### config.mk
export PLATFORM = sky130hd
export DESIGN_NAME = ucfg_regs
export DESIGN_NICKNAME = d
export VERILOG_FILES = /design/src/ucfg_pkg.sv /design/src/ucfg_sof_timer.sv /design/src/ucfg_regs.sv
export SDC_FILE = /design/constraint.sdc
export NUM_CORES = 1
export LEC_CHECK = 0
export ABC_AREA = 1
export BUFFER_PORTS_ARGS = -buffer_cell sky130_fd_sc_hd__buf_4
export CAP_MARGIN = 5
export CORE_MARGIN = 8
export CORE_UTILIZATION = 52
export DETAILED_ROUTE_END_ITERATION = 8
export MAX_ROUTING_LAYER = met4
export PLACE_DENSITY = 0.86
export SYNTH_ARGS = -nofsm -noshare
export SYNTH_HDL_FRONTEND = slang
export SYNTH_HIERARCHICAL = 1
export SYNTH_SLANG_ARGS = --single-unit
### constraint.sdc
create_clock -name sys_clk -period 2.3 [get_ports sys_clk]
set_input_delay 0.46 -clock sys_clk [delete_from_list [all_inputs] [get_ports sys_clk]]
set_output_delay 0.46 -clock sys_clk [all_outputs]
set_load 0.01 [all_outputs]
### src/ucfg_pkg.sv
package ucfg_pkg;

	// configuration byte offsets
	localparam logic [7:0] OFF_MIN_GRANT   = 8'h3E;
	localparam logic [7:0] OFF_MAX_LATENCY = 8'h3F;
	localparam logic [7:0] OFF_TRDY_TO     = 8'h40;
	localparam logic [7:0] OFF_RETRY_LIM   = 8'h41;
	localparam logic [7:0] OFF_RELEASE     = 8'h60;
	localparam logic [7:0] OFF_FRAME_ADJ   = 8'h61;
	localparam logic [7:0] OFF_WAKE_LO     = 8'h62;
	localparam logic [7:0] OFF_WAKE_HI     = 8'h63;

	// reset and fixed values
	localparam logic [7:0]  RST_TRDY_TO     = 8'h00;
	localparam logic [7:0]  RST_RETRY_LIM   = 8'h80;
	localparam logic [7:0]  RST_FRAME_ADJ   = 8'h20;
	localparam logic [15:0] RST_WAKE_MASK   = 16'h0007;
	localparam logic [7:0]  RELEASE_NUMBER  = 8'h20;
	localparam logic [7:0]  MIN_GRANT_FS    = 8'h01;
	localparam logic [7:0]  MIN_GRANT_HS    = 8'h02;
	localparam logic [7:0]  MAX_LATENCY_FS  = 8'h2A;
	localparam logic [7:0]  MAX_LATENCY_HS  = 8'h10;
	localparam logic [7:0]  UNMAPPED_DATA   = 8'h00;

	// timing
	localparam int HINT_UNIT_NS   = 250;
	localparam int CLK_PERIOD_NS  = 5;
	localparam int HINT_UNIT_CYC  = (HINT_UNIT_NS + CLK_PERIOD_NS - 1) / CLK_PERIOD_NS;
	localparam int TRDY_ZERO_BITS = 5;
	localparam int TRDY_LIMIT_W   = 13;
	localparam int FRAME_ADJ_W    = 6;
	localparam int SOF_STEP_SHIFT = 4;
	localparam logic [15:0] SOF_BASE_LEN = 16'hE860;
	localparam logic [15:0] SOF_RST_LEN  = 16'hEA60;

	typedef struct packed {
		logic       valid;
		logic       write;
		logic [7:0] addr;
		logic [7:0] wdata;
	} ucfg_req_t;

	typedef struct packed {
		logic       ack;
		logic [7:0] rdata;
	} ucfg_rsp_t;

	typedef struct packed {
		logic data_phase_start;
		logic target_ready;
		logic retry_term;
		logic txn_end;
	} ucfg_pci_ev_t;

	typedef enum logic {TW_IDLE, TW_WAIT} ucfg_tw_t;

	typedef struct packed {
		logic [7:0]  trdy_to;
		logic [7:0]  retry_lim;
		logic [7:0]  frame_adj;
		logic [15:0] wake;
		ucfg_tw_t    tw;
		logic [13:0] wait_cnt;
		logic [8:0]  retry_cnt;
		logic        ue;
		ucfg_rsp_t   rsp;
	} ucfg_st_t;

	typedef struct packed {
		logic [15:0] cnt;
		logic [15:0] len;
		logic        sof;
	} ucfg_sof_st_t;

endpackage

### src/ucfg_sof_timer.sv
`timescale 1ns/1ps
module ucfg_sof_timer import ucfg_pkg::*; #(
	parameter int ADJ_W = FRAME_ADJ_W
) (
	input  wire logic             sys_clk,      // counter clock
	input  wire logic             rst_n,        // async reset, active low
	input  wire logic [ADJ_W-1:0] frame_adjust, // adjustment field
	output logic                  sof_pulse,    // one cycle at microframe start
	output logic [15:0]           frame_len     // length of the running microframe
);

	if (ADJ_W != FRAME_ADJ_W) begin : g_chk
		$error("ucfg_sof_timer: adjustment field must be six bits");
	end

	ucfg_sof_st_t st;
	ucfg_sof_st_t next_st;
	logic [15:0]  new_len;

	// each adjustment step is sixteen bit times
	assign new_len = SOF_BASE_LEN + 16'({frame_adjust, {SOF_STEP_SHIFT{1'b0}}});

	always_comb begin
		next_st     = st;
		next_st.sof = 1'b0;
		if (st.cnt == st.len - 16'h0001) begin
			next_st.cnt = 16'h0000;
			next_st.sof = 1'b1;
			// a new value takes effect at the next microframe boundary
			next_st.len = new_len;
		end else begin
			next_st.cnt = st.cnt + 16'h0001;
		end
	end

	always_ff @(posedge sys_clk or negedge rst_n) begin
		if (!rst_n) begin
			st.cnt <= 16'h0000;
			st.len <= SOF_RST_LEN;
			st.sof <= 1'b0;
		end else begin
			st <= next_st;
		end
	end

	assign sof_pulse = st.sof;
	assign frame_len = st.len;

	property p_sof_len;
		@(posedge sys_clk) disable iff (!rst_n)
		st.sof |-> st.len == SOF_BASE_LEN + 16'({$past(frame_adjust), 4'h0});
	endproperty
	a_sof_len: assert property (p_sof_len) else $error("microframe length mismatch");

	property p_sof_period;
		@(posedge sys_clk) disable iff (!rst_n)
		st.sof |-> st.cnt == 16'h0000 && $past(st.cnt) == $past(st.len) - 16'h0001;
	endproperty
	a_sof_period: assert property (p_sof_period) else $error("microframe did not restart");

endmodule

### src/ucfg_regs.sv
`timescale 1ns/1ps
// Notes on behaviour
// - grant and latency hints count 250 ns units; zero means no latency need
// - minimum grant reads 01h in full/low-speed function, 02h in high-speed
// - maximum latency reads 2Ah in full/low-speed function, 10h in high-speed
// - target-ready timeout byte at 40h, read/write, resets 00h meaning disabled
// - timeout limit is 13 bits: byte in upper eight, low five zero
// - enabled target-ready wait longer than limit sets unrecoverable error flag
// - retry limit byte at 41h, read/write, resets to 80h
// - retry limit 00h disables retry checking
// - retries on one transaction beyond the limit set unrecoverable error flag
// - high-speed function adds registers at 60h, 61h and 62h to 63h
// - release number reads 20h, fixed
// - microframe length is 59488 plus sixteen per adjustment step
// - frame adjust resets to 20h, giving 60000 counter clocks
// - new adjustment value changes following microframes
module ucfg_regs import ucfg_pkg::*; #(
	parameter bit HS_FUNCTION = 1'b1,
	parameter int WAIT_CNT_W  = 14
) (
	input  wire logic         sys_clk,                  // bus clock
	input  wire logic         rst_n,                    // async reset, active low
	input  wire ucfg_req_t    cfg_req,                  // configuration byte access
	output ucfg_rsp_t         cfg_rsp,                  // answer one cycle later
	input  wire ucfg_pci_ev_t pci_ev,                   // bus events from the core
	input  wire logic         ue_clear,                 // pulse, clears the error flag
	output logic              unrecoverable_error_flag, // sticky error
	output logic [15:0]       port_wake_mask,           // wake policy mask
	output logic [15:0]       min_grant_cycles,         // hint in clock cycles
	output logic [15:0]       max_latency_cycles,       // hint in clock cycles
	output logic [8:0]        retry_count,              // retries of this transaction
	output logic              sof_pulse,                // microframe start
	output logic [15:0]       frame_len                 // current microframe length
);

	if (WAIT_CNT_W != TRDY_LIMIT_W + 1) begin : g_chk
		$error("ucfg_regs: wait counter must be one bit wider than the 13-bit limit");
	end

	localparam logic [7:0] MIN_GRANT   = HS_FUNCTION ? MIN_GRANT_HS : MIN_GRANT_FS;
	localparam logic [7:0] MAX_LATENCY = HS_FUNCTION ? MAX_LATENCY_HS : MAX_LATENCY_FS;
	localparam logic [7:0] HINT_CYC    = 8'(HINT_UNIT_CYC);

	ucfg_st_t st;
	ucfg_st_t next_st;

	logic [WAIT_CNT_W-1:0] trdy_limit;
	logic                  trdy_hit;
	logic [8:0]            retry_next;
	logic                  retry_hit;
	logic                  wr_en;

	function automatic logic [7:0] read_byte(input logic [7:0] a, input ucfg_st_t s);
		logic [7:0] d;
		d = UNMAPPED_DATA;
		unique case (a)
			OFF_MIN_GRANT:   d = MIN_GRANT;
			OFF_MAX_LATENCY: d = MAX_LATENCY;
			OFF_TRDY_TO:     d = s.trdy_to;
			OFF_RETRY_LIM:   d = s.retry_lim;
			OFF_RELEASE:     d = HS_FUNCTION ? RELEASE_NUMBER : UNMAPPED_DATA;
			OFF_FRAME_ADJ:   d = HS_FUNCTION ? s.frame_adj : UNMAPPED_DATA;
			OFF_WAKE_LO:     d = HS_FUNCTION ? s.wake[7:0] : UNMAPPED_DATA;
			OFF_WAKE_HI:     d = HS_FUNCTION ? s.wake[15:8] : UNMAPPED_DATA;
			default:         d = UNMAPPED_DATA;
		endcase
		return d;
	endfunction

	// hints expressed as bus clock cycles for local arbitration
	assign min_grant_cycles   = 16'(MIN_GRANT) * 16'(HINT_CYC);
	assign max_latency_cycles = 16'(MAX_LATENCY) * 16'(HINT_CYC);

	assign wr_en = cfg_req.valid && cfg_req.write;

	// limit is the byte shifted up past five zero bits
	assign trdy_limit = WAIT_CNT_W'({st.trdy_to, {TRDY_ZERO_BITS{1'b0}}});

	// a zero byte turns the check off
	assign trdy_hit = (st.tw == TW_WAIT) && (st.trdy_to != RST_TRDY_TO)
		&& (st.wait_cnt > trdy_limit);

	assign retry_next = (st.retry_cnt == 9'h1FF) ? st.retry_cnt : st.retry_cnt + 9'h001;

	assign retry_hit = pci_ev.retry_term && (st.retry_lim != 8'h00)
		&& (retry_next > {1'b0, st.retry_lim});

	always_comb begin
		next_st = st;

		// register reads and writes
		next_st.rsp.ack   = cfg_req.valid;
		next_st.rsp.rdata = cfg_req.valid && !cfg_req.write ? read_byte(cfg_req.addr, st) : 8'h00;
		if (wr_en) begin
			unique case (cfg_req.addr)
				OFF_TRDY_TO:   next_st.trdy_to = cfg_req.wdata;
				OFF_RETRY_LIM: next_st.retry_lim = cfg_req.wdata;
				OFF_FRAME_ADJ: begin
					// upper two bits are stored as written; only the low six steer timing
					if (HS_FUNCTION) begin
						next_st.frame_adj = cfg_req.wdata;
					end
				end
				OFF_WAKE_LO: begin
					if (HS_FUNCTION) begin
						next_st.wake[7:0] = cfg_req.wdata;
					end
				end
				OFF_WAKE_HI: begin
					if (HS_FUNCTION) begin
						next_st.wake[15:8] = cfg_req.wdata;
					end
				end
				default: begin
				end
			endcase
		end

		// target-ready wait timer
		unique case (st.tw)
			TW_IDLE: begin
				if (pci_ev.data_phase_start && !pci_ev.target_ready) begin
					next_st.tw       = TW_WAIT;
					next_st.wait_cnt = '0;
				end
			end
			TW_WAIT: begin
				if (pci_ev.target_ready || pci_ev.txn_end) begin
					next_st.tw       = TW_IDLE;
					next_st.wait_cnt = '0;
				end else if (pci_ev.data_phase_start) begin
					next_st.wait_cnt = '0;
				end else if (st.wait_cnt != '1) begin
					next_st.wait_cnt = st.wait_cnt + WAIT_CNT_W'(1);
				end
			end
		endcase

		// retry counter
		if (pci_ev.txn_end) begin
			next_st.retry_cnt = 9'h000;
		end else if (pci_ev.retry_term) begin
			next_st.retry_cnt = retry_next;
		end

		// sticky error, a new event wins over the clear
		if (ue_clear) begin
			next_st.ue = 1'b0;
		end
		if (trdy_hit || retry_hit) begin
			next_st.ue = 1'b1;
		end
	end

	always_ff @(posedge sys_clk or negedge rst_n) begin
		if (!rst_n) begin
			st.trdy_to   <= RST_TRDY_TO;
			st.retry_lim <= RST_RETRY_LIM;
			st.frame_adj <= RST_FRAME_ADJ;
			st.wake      <= RST_WAKE_MASK;
			st.tw        <= TW_IDLE;
			st.wait_cnt  <= '0;
			st.retry_cnt <= 9'h000;
			st.ue        <= 1'b0;
			st.rsp       <= '0;
		end else begin
			st <= next_st;
		end
	end

	assign cfg_rsp                  = st.rsp;
	assign unrecoverable_error_flag = st.ue;
	assign port_wake_mask           = st.wake;
	assign retry_count              = st.retry_cnt;

	ucfg_sof_timer #(
		.ADJ_W(FRAME_ADJ_W)
	) u_sof (
		.sys_clk     (sys_clk),
		.rst_n       (rst_n),
		.frame_adjust(st.frame_adj[FRAME_ADJ_W-1:0]),
		.sof_pulse   (sof_pulse),
		.frame_len   (frame_len)
	);

	property p_hint_cycles;
		@(posedge sys_clk) disable iff (!rst_n)
		min_grant_cycles == 16'(MIN_GRANT) * 16'h0032 && max_latency_cycles == 16'(MAX_LATENCY) * 16'h0032;
	endproperty
	a_hint_cycles: assert property (p_hint_cycles) else $error("hint cycles wrong");

	property p_min_grant_read;
		@(posedge sys_clk) disable iff (!rst_n)
		cfg_req.valid && !cfg_req.write && cfg_req.addr == OFF_MIN_GRANT
		|=> cfg_rsp.ack && cfg_rsp.rdata == (HS_FUNCTION ? 8'h02 : 8'h01);
	endproperty
	a_min_grant_read: assert property (p_min_grant_read) else $error("minimum grant read wrong");

	property p_max_latency_read;
		@(posedge sys_clk) disable iff (!rst_n)
		cfg_req.valid && !cfg_req.write && cfg_req.addr == OFF_MAX_LATENCY
		|=> cfg_rsp.ack && cfg_rsp.rdata == (HS_FUNCTION ? 8'h10 : 8'h2A);
	endproperty
	a_max_latency_read: assert property (p_max_latency_read) else $error("maximum latency read wrong");

	property p_trdy_write;
		@(posedge sys_clk) disable iff (!rst_n)
		wr_en && cfg_req.addr == OFF_TRDY_TO ##1 !(cfg_req.valid && !cfg_req.write)
		|-> st.trdy_to == $past(cfg_req.wdata, 1);
	endproperty
	a_trdy_write: assert property (p_trdy_write) else $error("timeout byte not stored");

	property p_trdy_off;
		@(posedge sys_clk) disable iff (!rst_n)
		st.trdy_to == 8'h00 |-> !trdy_hit;
	endproperty
	a_trdy_off: assert property (p_trdy_off) else $error("disabled timeout fired");

	property p_trdy_fire;
		@(posedge sys_clk) disable iff (!rst_n)
		st.tw == TW_WAIT && st.trdy_to != 8'h00 && st.wait_cnt == {1'b0, st.trdy_to, 5'h00} + 14'h0001
		|=> unrecoverable_error_flag;
	endproperty
	a_trdy_fire: assert property (p_trdy_fire) else $error("long wait did not set error");

	property p_trdy_quiet;
		@(posedge sys_clk) disable iff (!rst_n)
		st.tw == TW_WAIT && st.wait_cnt <= {1'b0, st.trdy_to, 5'h00} && !retry_hit && !st.ue
		|=> !unrecoverable_error_flag;
	endproperty
	a_trdy_quiet: assert property (p_trdy_quiet) else $error("error set before limit");

	property p_retry_off;
		@(posedge sys_clk) disable iff (!rst_n)
		st.retry_lim == 8'h00 |-> !retry_hit;
	endproperty
	a_retry_off: assert property (p_retry_off) else $error("disabled retry check fired");

	property p_retry_fire;
		@(posedge sys_clk) disable iff (!rst_n)
		pci_ev.retry_term && st.retry_lim != 8'h00 && st.retry_cnt == {1'b0, st.retry_lim}
		|=> unrecoverable_error_flag;
	endproperty
	a_retry_fire: assert property (p_retry_fire) else $error("retry overrun did not set error");

	property p_ue_cause;
		@(posedge sys_clk) disable iff (!rst_n)
		$rose(unrecoverable_error_flag) |-> $past(trdy_hit) || $past(retry_hit);
	endproperty
	a_ue_cause: assert property (p_ue_cause) else $error("error set without cause");

	property p_release_read;
		@(posedge sys_clk) disable iff (!rst_n)
		cfg_req.valid && !cfg_req.write && cfg_req.addr == OFF_RELEASE
		|=> cfg_rsp.rdata == (HS_FUNCTION ? 8'h20 : 8'h00);
	endproperty
	a_release_read: assert property (p_release_read) else $error("release number wrong");

	property p_wait_stop;
		@(posedge sys_clk) disable iff (!rst_n)
		pci_ev.target_ready |=> st.tw == TW_IDLE && st.wait_cnt == '0;
	endproperty
	a_wait_stop: assert property (p_wait_stop) else $error("wait timer did not stop");

	property p_retry_clear;
		@(posedge sys_clk) disable iff (!rst_n)
		pci_ev.txn_end |=> retry_count == 9'h000;
	endproperty
	a_retry_clear: assert property (p_retry_clear) else $error("retry count not cleared");

	property p_retry_count;
		@(posedge sys_clk) disable iff (!rst_n)
		pci_ev.retry_term && !pci_ev.txn_end && retry_count != 9'h1FF
		|=> retry_count == $past(retry_count) + 9'h001;
	endproperty
	a_retry_count: assert property (p_retry_count) else $error("retry not counted");

	property p_frame_follow;
		@(posedge sys_clk) disable iff (!rst_n)
		sof_pulse |-> frame_len == 16'hE860 + 16'({$past(st.frame_adj[5:0]), 4'h0});
	endproperty
	a_frame_follow: assert property (p_frame_follow) else $error("frame length ignores adjust");

endmodule

Word level (Yosys, flattened, before mapping)
Index checks and enable logic that the tools add are counted.
{ "word_totals": {"wordCells": 71, "inputBits": 25, "regBits": 106, "out_inout_bits": 84} }
{ "op_classes": {"eq_ne": 13, "n_reduce_logical": 21, "bitwise": 1, "magnitude_cmp": 2, "addsub": 5, "mux": 15} }
{ "ops": {"columns": ["operator", "n"], "rows": [
  ["8-bit case mux with 8 select lines", 1],
  ["8-bit by 7-bit == test with 1-bit output, second input constant", 6],
  ["14-bit 2-to-1 mux", 3],
  ["15-bit case mux with 2 select lines", 1],
  ["9-bit 2-to-1 mux", 3],
  ["16-bit by 1-bit adder with 16-bit output, second input constant", 1],
  ["16-bit == test", 1],
  ["8-bit by 6-bit == test with 1-bit output, second input constant", 2],
  ["16-bit 2-to-1 mux", 1],
  ["8-bit nonzero test", 2],
  ["16-bit by 1-bit subtractor with 16-bit output, second input constant", 1],
  ["14-bit by 11-bit adder with 15-bit output, first input constant", 1],
  ["15-bit 2-to-1 mux", 1],
  ["14-bit by 1-bit adder with 14-bit output, second input constant", 1],
  ["14-bit by 13-bit greater-than comparator with 1-bit output", 1],
  ["14-bit != test, second input constant", 1],
  ["2-bit AND reduction", 6],
  ["9-bit by 1-bit adder with 9-bit output, second input constant", 1],
  ["9-bit == test, second input constant", 1],
  ["9-bit by 8-bit greater-than comparator with 1-bit output", 1],
  ["8-bit 2-to-1 mux", 1],
  ["1-bit logical AND", 7],
  ["1-bit 2-to-1 mux", 4],
  ["4-bit by 2-bit != test with 1-bit output, second input constant", 1],
  ["other kinds (5)", 8]
]} }

Longest topological paths before layout
Gate-level depths: netlist of run 1.
{ "logic_depth": {"word_depth": 6, "mapped_depth": 16, "depth_no_buf": 16} }

Cells and area by module
The synthesis of run 1 kept the hierarchy.
{ "by_module_without_submodules": {"columns": ["module", "area_each_um2", "n_inst", "cells_per_inst", "seq_area_each_um2"], "rows": [
  ["ucfg_regs", 4883.4, 1, 636, 1858.0],
  ["ucfg_sof_timer", 1762.9, 1, 255, 604.3]
]} }

Least setup slack after synthesis of run 1
Ideal clock, no wire load.
{ "synth_path": {"path_kind": "register -> register", "from": "reg st, in the netlist retry_count[0]", "to": "reg st, in the netlist unrecoverable_error_flag", "path_slack_ps": 182, "stages_incl_launch_ff": 16, "setup_time_ps": 119, "arrival_ps": 1999, "synth_period_minus_slack_ps": 2118, "required_ps": 2181, "n_path_buf": 0, "cell_sequence": "dfrtp_1 -> ha_1 -> nand2_1 -> nor2_1 -> nand2_1 -> inv_2 -> nand2_2 -> nand3_1 -> nand2_1 -> nand2_1 -> ha_1 -> nand3_1 -> nor4_1 -> a21oi_1 -> nand2_1 -> nand2_1"} }
{ "synth_via": {"elab_chain_len": 6, "elab_cells_between_ends": 8, "classes_between": "add/sub (1); order compare (1); eq/ne (1); mux (2); reduce/logical (3)"} }
{ "synth_lines": {"columns": ["item", "line", "rtl"], "rows": [
  ["start, declared", "ucfg_regs.sv:44", "ucfg_st_t st;"],
  ["start signal, assigned", "ucfg_regs.sv:167", "st <= next_st;"],
  ["9-bit by 1-bit adder with 9-bit output / 9-bit == test (equally long branches)", "ucfg_regs.sv:83", "assign retry_next = (st.retry_cnt == 9'h1FF) ? st.retry_cnt : st.retry_cnt + 9'h001;"],
  ["9-bit 2-to-1 mux (*)", "ucfg_regs.sv:83", null],
  ["9-bit by 8-bit greater-than comparator with 1-bit output (*)", "ucfg_regs.sv:86", "&& (retry_next > {1'b0, st.retry_lim});"],
  ["1-bit logical AND (*)", "ucfg_regs.sv:86", null],
  ["1-bit logical OR (*)", "ucfg_regs.sv:150", "if (trdy_hit || retry_hit) begin"],
  ["1-bit 2-to-1 mux / 2-bit nonzero test (equally long branches)", null, null]
]} }
Mark *: on every way between the ends. The rest lies on a longest branch, timed or not.
A chain may end at the register's enable or synchronous reset.

Final worst setup path of run 1
Same ends and word-level chain as after synthesis.

==> results of run 1 <==
## routing by layer
layer  wire length, um  part of all wire, %  vias up
met5                 0                    0        -
met4               314                  2.0        0
met3               868                  5.7       33
met2              7630                   50      154
met1              6520                   43     2578
li1                  -                    -     2776
## critical path, cell delays in order (launching register included)
cell     delay, ps
dfrtp_1        380
ha_1           220
nand2_1        110
nor2_2          50
nand2_1        100
inv_2           50
nand2_2        140
nand3_1         90
nand2_1         70
nand2_1         60
ha_1           340
nand3_1         90
nor4_1         180
a21oi_1        110
nand2_1         80
nand2_1         40
## layout make-up
type	instances	share of cell area [%]
clock buffers	10	3.18
clock inverters	6	1.01
inverters	118	6.25
multi-input cells	620	44.4
flip-flops and latches	98	34.1
well taps	172	2.98
repair buffers	76	8.09
## registers in the layout, summed over array words and instances (netlist names)
name / flops
st: 39
u_sof/sof_pulse: 1
u_sof/st: 16
port_wake_mask: 16
unrecoverable_error_flag: 1
u_sof/frame_len: 7
cfg_rsp: 9
retry_count: 9
## what timing repair did
action	in CTS	in global routing
endpoints found under the hold margin	0	0
endpoints found under the setup margin	0	1
gates resized for setup	0	2
buffers inserted	0	1
## per-stage QoR
| step | hold slack, ps | utilization (%) | instances | TNS, ps | power [uW] |
|---|---|---|---|---|---|
| CTS | 86.5 | 57.3 | 1099 | 0 | 3910 |
| floorplan | 164 | - | 928 | 0 | 2250 |
| detailed placement | 465 | 54.9 | 1083 | 0 | 2360 |
| finish | 80.3 | 57.4 | 1100 | 0 | 3870 |
| global route | 117 | 57.4 | 1100 | -4.51 | 4030 |
| global placement | 450 | 54.9 | 1083 | 0 | 2350 |
## synthesized netlist by cell type, drive strengths merged, types with 5 or more instances
master and n:
a21oi 13, buf 90, dfrtp 90, dfstp 8, ha 22, inv 118, nand2 226, nand3 64
nand4 26, nor2 107, nor3 12, o21a 9, o21ai 59, o22ai 5, xnor2 6, xor2 19
## power breakdown
group / internal, uW / leakage, uW / switching [uW]
Sequential: 1780 / 0.00128 / 68.7
Combinational: 158 / 0.00226 / 327
Clock: 859 / 0.000149 / 684
## cells by family after synthesis
kind of cell	count (synthesis)	synth area share (%)
AND/OR/NAND/NOR	443	30.7
buffers and inverters	210	17.0
flip-flops	98	37.0
AO/OA/AOI/OAI	89	7.64
XOR/XNOR	25	3.29
adder cells (fa/ha/maj)	22	4.14
other	4	0.226
## worst max path at each step
stage,from,depth (start not counted),endpoint,slack (ps)
6_report,retry_count[0]$_DFFE_PN0P_,15,unrecoverable_error_flag$_DFFE_PN0P_,90
2_1_floorplan,retry_count[0]$_DFFE_PN0P_,15,unrecoverable_error_flag$_DFFE_PN0P_,180
3_5_place_dp,retry_count[1]$_DFFE_PN0P_,14,unrecoverable_error_flag$_DFFE_PN0P_,50
4_1_cts,retry_count[1]$_DFFE_PN0P_,15,unrecoverable_error_flag$_DFFE_PN0P_,50
3_3_place_gp,retry_count[1]$_DFFE_PN0P_,15,unrecoverable_error_flag$_DFFE_PN0P_,130
5_1_grt,retry_count[0]$_DFFE_PN0P_,15,unrecoverable_error_flag$_DFFE_PN0P_,-5
==> impl_metrics.yaml, run 1 <==
outcome:
  status: "finished clean"
clock_network:
  htreeDepth: 3
  cts_max_path_buffers: 2
  hold_buffers: 0
  cts-root-buf: "clkbuf_16"
  insertion_delay_ps: 360
  cts.sink_count: 98
  cts.reportedPaths.clkPinSlew_ps: 70
  numCtsBuffers: 9
  tritoncts: "yes"
cells_and_area:
  layout_commonest_cell: "nand2_1"
  register_area_sq_mm: 0.00246
  final_nets: 970
  final_area_sq_mm: 0.00721
  drive_above_1_share_pct: 16.9
  areaGrowthSynthToFinish_pct: 8.49
  diodes: 0
  multi_input_area_sq_mm: 0.00320
  fillCellCount: 1144
  final_cell_mix: "213 x nand2_1, 106 x inv_1, 90 x nor2_1, 90 x dfrtp_1, 75 x buf_4"
worst_setup_path:
  required_ps: 2540
  cp-end-kind: "flip-flop"
  r2r-end: "unrecoverable_error_flag$_DFFE_PN0P_"
  worstSetupStartpointType: "flip-flop"
  crit_type: "flip-flop to flip-flop"
  reg2reg_depth: 15
  crit_path_max_fanout: 10
  crit_arrival_ps: 2450
  rr_startpoint: "retry_count[0]$_DFFE_PN0P_"
  rrSetupSlack_ps: 90
synth:
  synth_ff_type: "dfrtp_1"
  synth_warnings: 6
  synth.avg_cell_area_sq_um: 7.46
  synth-edff-count: 0
  synth_area_leaders: "dfrtp_1 34%, nand2_1 12%, buf_4 9.4%, inv_1 6.0%, nor2_1 5.1%"
  ys_types: 43
  async_reset_ff_share_pct: 100
  syn_inst: 891
  synth-seq-cells: 98
  syn-cell-area_sq_mm: 0.00665
  synth_area_leader_cell: "dfrtp_1"
  synth.top_cell.area_share_pct: 33.9
  synth-seq-area-share_pct: 37.0
floorplan:
  start_util_pct: 52.9
  ioPinCount: 109
  die_w_um: 129
  die_h_um: 129
  core_area_sq_mm: 0.0126
  rows: 41
  die_area_sq_mm: 0.0167
routing:
  num_vias: 5541
  first_pass_iters: 5
  drtIter0Drc: 454
  wl_per_cell_um: 13.9
  drt-total-wl_um: 15300
  vias_per_cell: 5.04
  ant_nets: 0
  drc: 0
grt:
  met2_usage_pct: 32.0
  grt_pass1_wl_um: 25000
  use_met1_pct: 22.9
  grt_max_degree: 40
  grt-ovfl-total: 0
  grtUsageTotal_pct: 19.3
  use_met3_pct: 3.57
  grt_pass1_vias: 5320
  busiest_layer: "met2"
  antenna_found_initial: 0
placement:
  dp_hpwl_um: 11800
  dp_slack_ps: 54.1
  place_area_sq_mm: 0.00690
  place.gp.congestion: 0.893
  io_buffers: 67
power:
  leakage_uw: 0.00369
  ir_worst_vdd_v: 0.000331
  power.density_mw_per_mm2: 537
min_path:
  hold_class: "input pin to async pin"
timing:
  setup_viol: 0
  finalWorstSetupSlack_ps: 87.7
  max_slew_margin_pct: 66.2
  fin_skew_ps: 8.96
  min_period_ps: 2210
  worst_pin_slew_ps: 507
  max_freq_mhz: 452
  slew_viol_final: 0
  post-route-period-util_pct: 96.2
  hold_viol: 0
flow_run:
  drv_cap: 0
No activity file was read; power rests on OpenSTA's default activity.
==> inputs of run 2 (changes only) <==
Settings changed: ABC_AREA 1 to default, CORE_UTILIZATION 52 to 51.
==> run 2 against run 1 <==
Against the previous run: the run now ends with setup timing left; wire length is 6.2% lower; clock skew grew 2.5 ps; via count shrank 15%; sequential power down 4%; die area is 4.6% lower; count of clock-buffer cells in the layout did not move; non-clock buffer count up 35; setup slack worse by 390 ps; sequential share of layout area rose by 0.95 points; first-iteration DRC count down 17%; clock power about the same; critical path type unchanged.
==> impl_metrics.yaml, run 2 <==
timing:
  max_slew_margin_pct: 49.4
  fin_skew_ps: 11.4
  post-route-period-util_pct: 113
  worst_pin_slew_ps: 740
  min_period_ps: 2600
  hold_viol: 0
  rsz0062_at_grt: "yes"
  finalWorstSetupSlack_ps: -301
  setup_viol: 4
  max_freq_mhz: 385
  slew_viol_final: 0
power:
  ir_worst_vdd_v: 0.000300
  power.total_uw: 3690
  power.density_mw_per_mm2: 526
  leakage_uw: 0.00339
cells_and_area:
  largest-register: "st"
  layout_commonest_cell: "buf_4"
  drive_above_1_share_pct: 28.3
  fillCellCount: 981
  post-route-util_pct: 58.9
  areaGrowthSynthToFinish_pct: 13.5
  diodes: 0
  largest_reg_flops: 39
  final_nets: 738
  final_area_sq_mm: 0.00702
  final_cell_mix: "107 x buf_4, 90 x dfrtp_1, 52 x nor2_1"
worst_setup_path:
  cp-end-kind: "flip-flop"
  crit_type: "flip-flop to flip-flop"
  crit_path_max_fanout: 5
  required_ps: 2490
  worstSetupStartpointType: "flip-flop"
  rrSetupSlack_ps: -300
  crit_arrival_ps: 2790
routing:
  vias_per_cell: 5.56
  first_pass_iters: 6
  wl_per_cell_um: 17.1
  drtIter0Drc: 378
  ant_nets: 0
  drc: 0
  num_vias: 4687
  drt-total-wl_um: 14400
synth:
  syn-cell-area_sq_mm: 0.00618
  synth_xor_area_share_pct: 4.68
  synth.top_cell.area_share_pct: 36.4
  synth_simple_gate_area_share_pct: 16.7
  synth_commonest_cells: "90 x dfrtp_1, 84 x buf_4, 52 x nor2_1"
  synth_warnings: 6
  synthMostInstantiatedCell: "dfrtp_1"
  synth_area_leader_cell: "dfrtp_1"
  syn_inst: 637
  synth-seq-area-share_pct: 39.8
  synth.avg_cell_area_sq_um: 9.70
  synth_area_leaders: "dfrtp_1 36%, buf_4 10%, mux2_2 6.0%, ha_1 4.5%, dfstp_2 3.4%"
  synth-adder-area-share_pct: 4.45
  synth-edff-count: 0
  async_reset_ff_share_pct: 100
  synth-seq-cells: 98
  synth_compound_area_share_pct: 10.9
  synthMuxAreaShare_pct: 8.95
  synth_ff_type: "dfrtp_1"
  synth_top_family_by_area: "simple AND/OR/NAND/NOR gates"
  ys_types: 67
floorplan:
  die_area_sq_mm: 0.0159
  die_h_um: 126
  ioPinCount: 109
  rows: 40
  start_util_pct: 51.9
  die_w_um: 126
  core_area_sq_mm: 0.0119
clock_network:
  tritoncts: "yes"
  cts-root-buf: "clkbuf_16"
  numCtsBuffers: 9
  htreeDepth: 3
  cts.sink_count: 98
  cts_max_path_buffers: 2
  cts.reportedPaths.clkPinSlew_ps: 70
  insertion_delay_ps: 350
  hold_buffers: 0
grt:
  grt_pass1_wl_um: 23800
  antenna_found_initial: 0
  grt_pass1_vias: 4727
  grt_max_degree: 45
  grt-ovfl-total: 0
  grtUsageTotal_pct: 18.7
flow_run:
  drv_cap: 0
outcome:
  violations: "setup timing"
  status: "complete, but fails checks"
placement:
  place_area_sq_mm: 0.00662
  place.gp.congestion: 0.864
  io_buffers: 67
  dp_hpwl_um: 10900
  dp_slack_ps: -305
min_path:
  hold_class: "input pin to async pin"
==> run 2: changes by cell type in the layout (fill, tap and decap cells not counted), moves of 11 or more <==
| cell | change |
|---|---|
| nand3_1 | -35 |
| mux2_4 | +13 |
| o21ai_1 | -36 |
| nor2_1 | -38 |
| nand2_2 | -12 |
| and3_1 | +11 |
| inv_1 | -76 |
| buf_4 | +32 |
| nand2_1 | -175 |
| nand4_1 | -13 |
| o21ai_0 | +20 |
| mux2_2 | +29 |
==> run 2: area by class of cell <==
type / instances / area (sq um) / area share, %
clock buffers: 10 / 239 / 3.41
clock inverters: 6 / 72.6 / 1.03
inverters: 31 / 116 / 1.66
multi-input cells: 440 / 3080 / 44.0
flip-flops and latches: 98 / 2460 / 35.1
well taps: 147 / 184 / 2.62
repair buffers: 111 / 857 / 12.2
==> run 2: through the flow <==
stage,std cells,hold slack [ps],setup TNS (ps)
6_report,843,57.0,-322
5_1_grt,843,87.3,-620
4_1_cts,843,61.7,-286
3_5_place_dp,823,443,-421
3_3_place_gp,823,438,-162
2_1_floorplan,674,164,-423
==> run 2: cell families after synthesis <==
group                      after synthesis
and+or+nand+nor                        193
AOI/OAI and AO/OA                      104
muxes                                   47
adders and majority gates               22
buffers and inverters                  136
DFF                                     98
other                                    4
xor gates and xnor gates                33
==> run 2: path summary, 6_finish.rpt <==
kind	start	to	cells past startpoint
setup / recovery	retry_count[0]$_DFFE_PN0P_	unrecoverable_error_flag$_DFFE_PN0P_	10
hold / removal	rst_n	cfg_rsp[0]$_DFF_PN0_	1
setup reg to reg	retry_count[0]$_DFFE_PN0P_	unrecoverable_error_flag$_DFFE_PN0P_	10
hold reg to reg	u_sof/st[17]$_DFF_PN0_	u_sof/st[17]$_DFF_PN0_	1
max in group asynchronous	rst_n	st[65]$_DFFE_PN1P_	2
min in group sys_clk	cfg_req[17]	cfg_rsp[8]$_DFF_PN0_	1
==> run 2: timing repair <==
action | CTS | global route
resized for setup | 8 | 4
pin swaps | 9 | 3
gates cloned | 0 | 0
setup buffers | 4 | 1
setup endpoints to repair | 6 | 23
==> run 2: power by group <==
group	internal, uW	total (uW)	switching (uW)
registers	1750	1780	26.9
clock network	888	1570	686
logic	129	334	206
==> run 2: critical path, stage by stage, from the launching register on <==
cell	delay [ps]
dfrtp_1	400
ha_4	150
nand4_1	110
or3_4	450
mux2_4	330
ha_4	220
nor2b_1	130
o21ai_1	120
nand3_1	120
a221oi_2	270
o221ai_1	150
==> run 2: layer usage <==
layer	vias up	GRT usage, %	part of all wire, %	wire length (um)
li1	2235	-	-	-
met1	2285	22.4	44	6270
met2	148	31.0	50	7260
met3	19	3.71	4.5	642
met4	0	6.51	1.6	225
met5	-	-	0	0
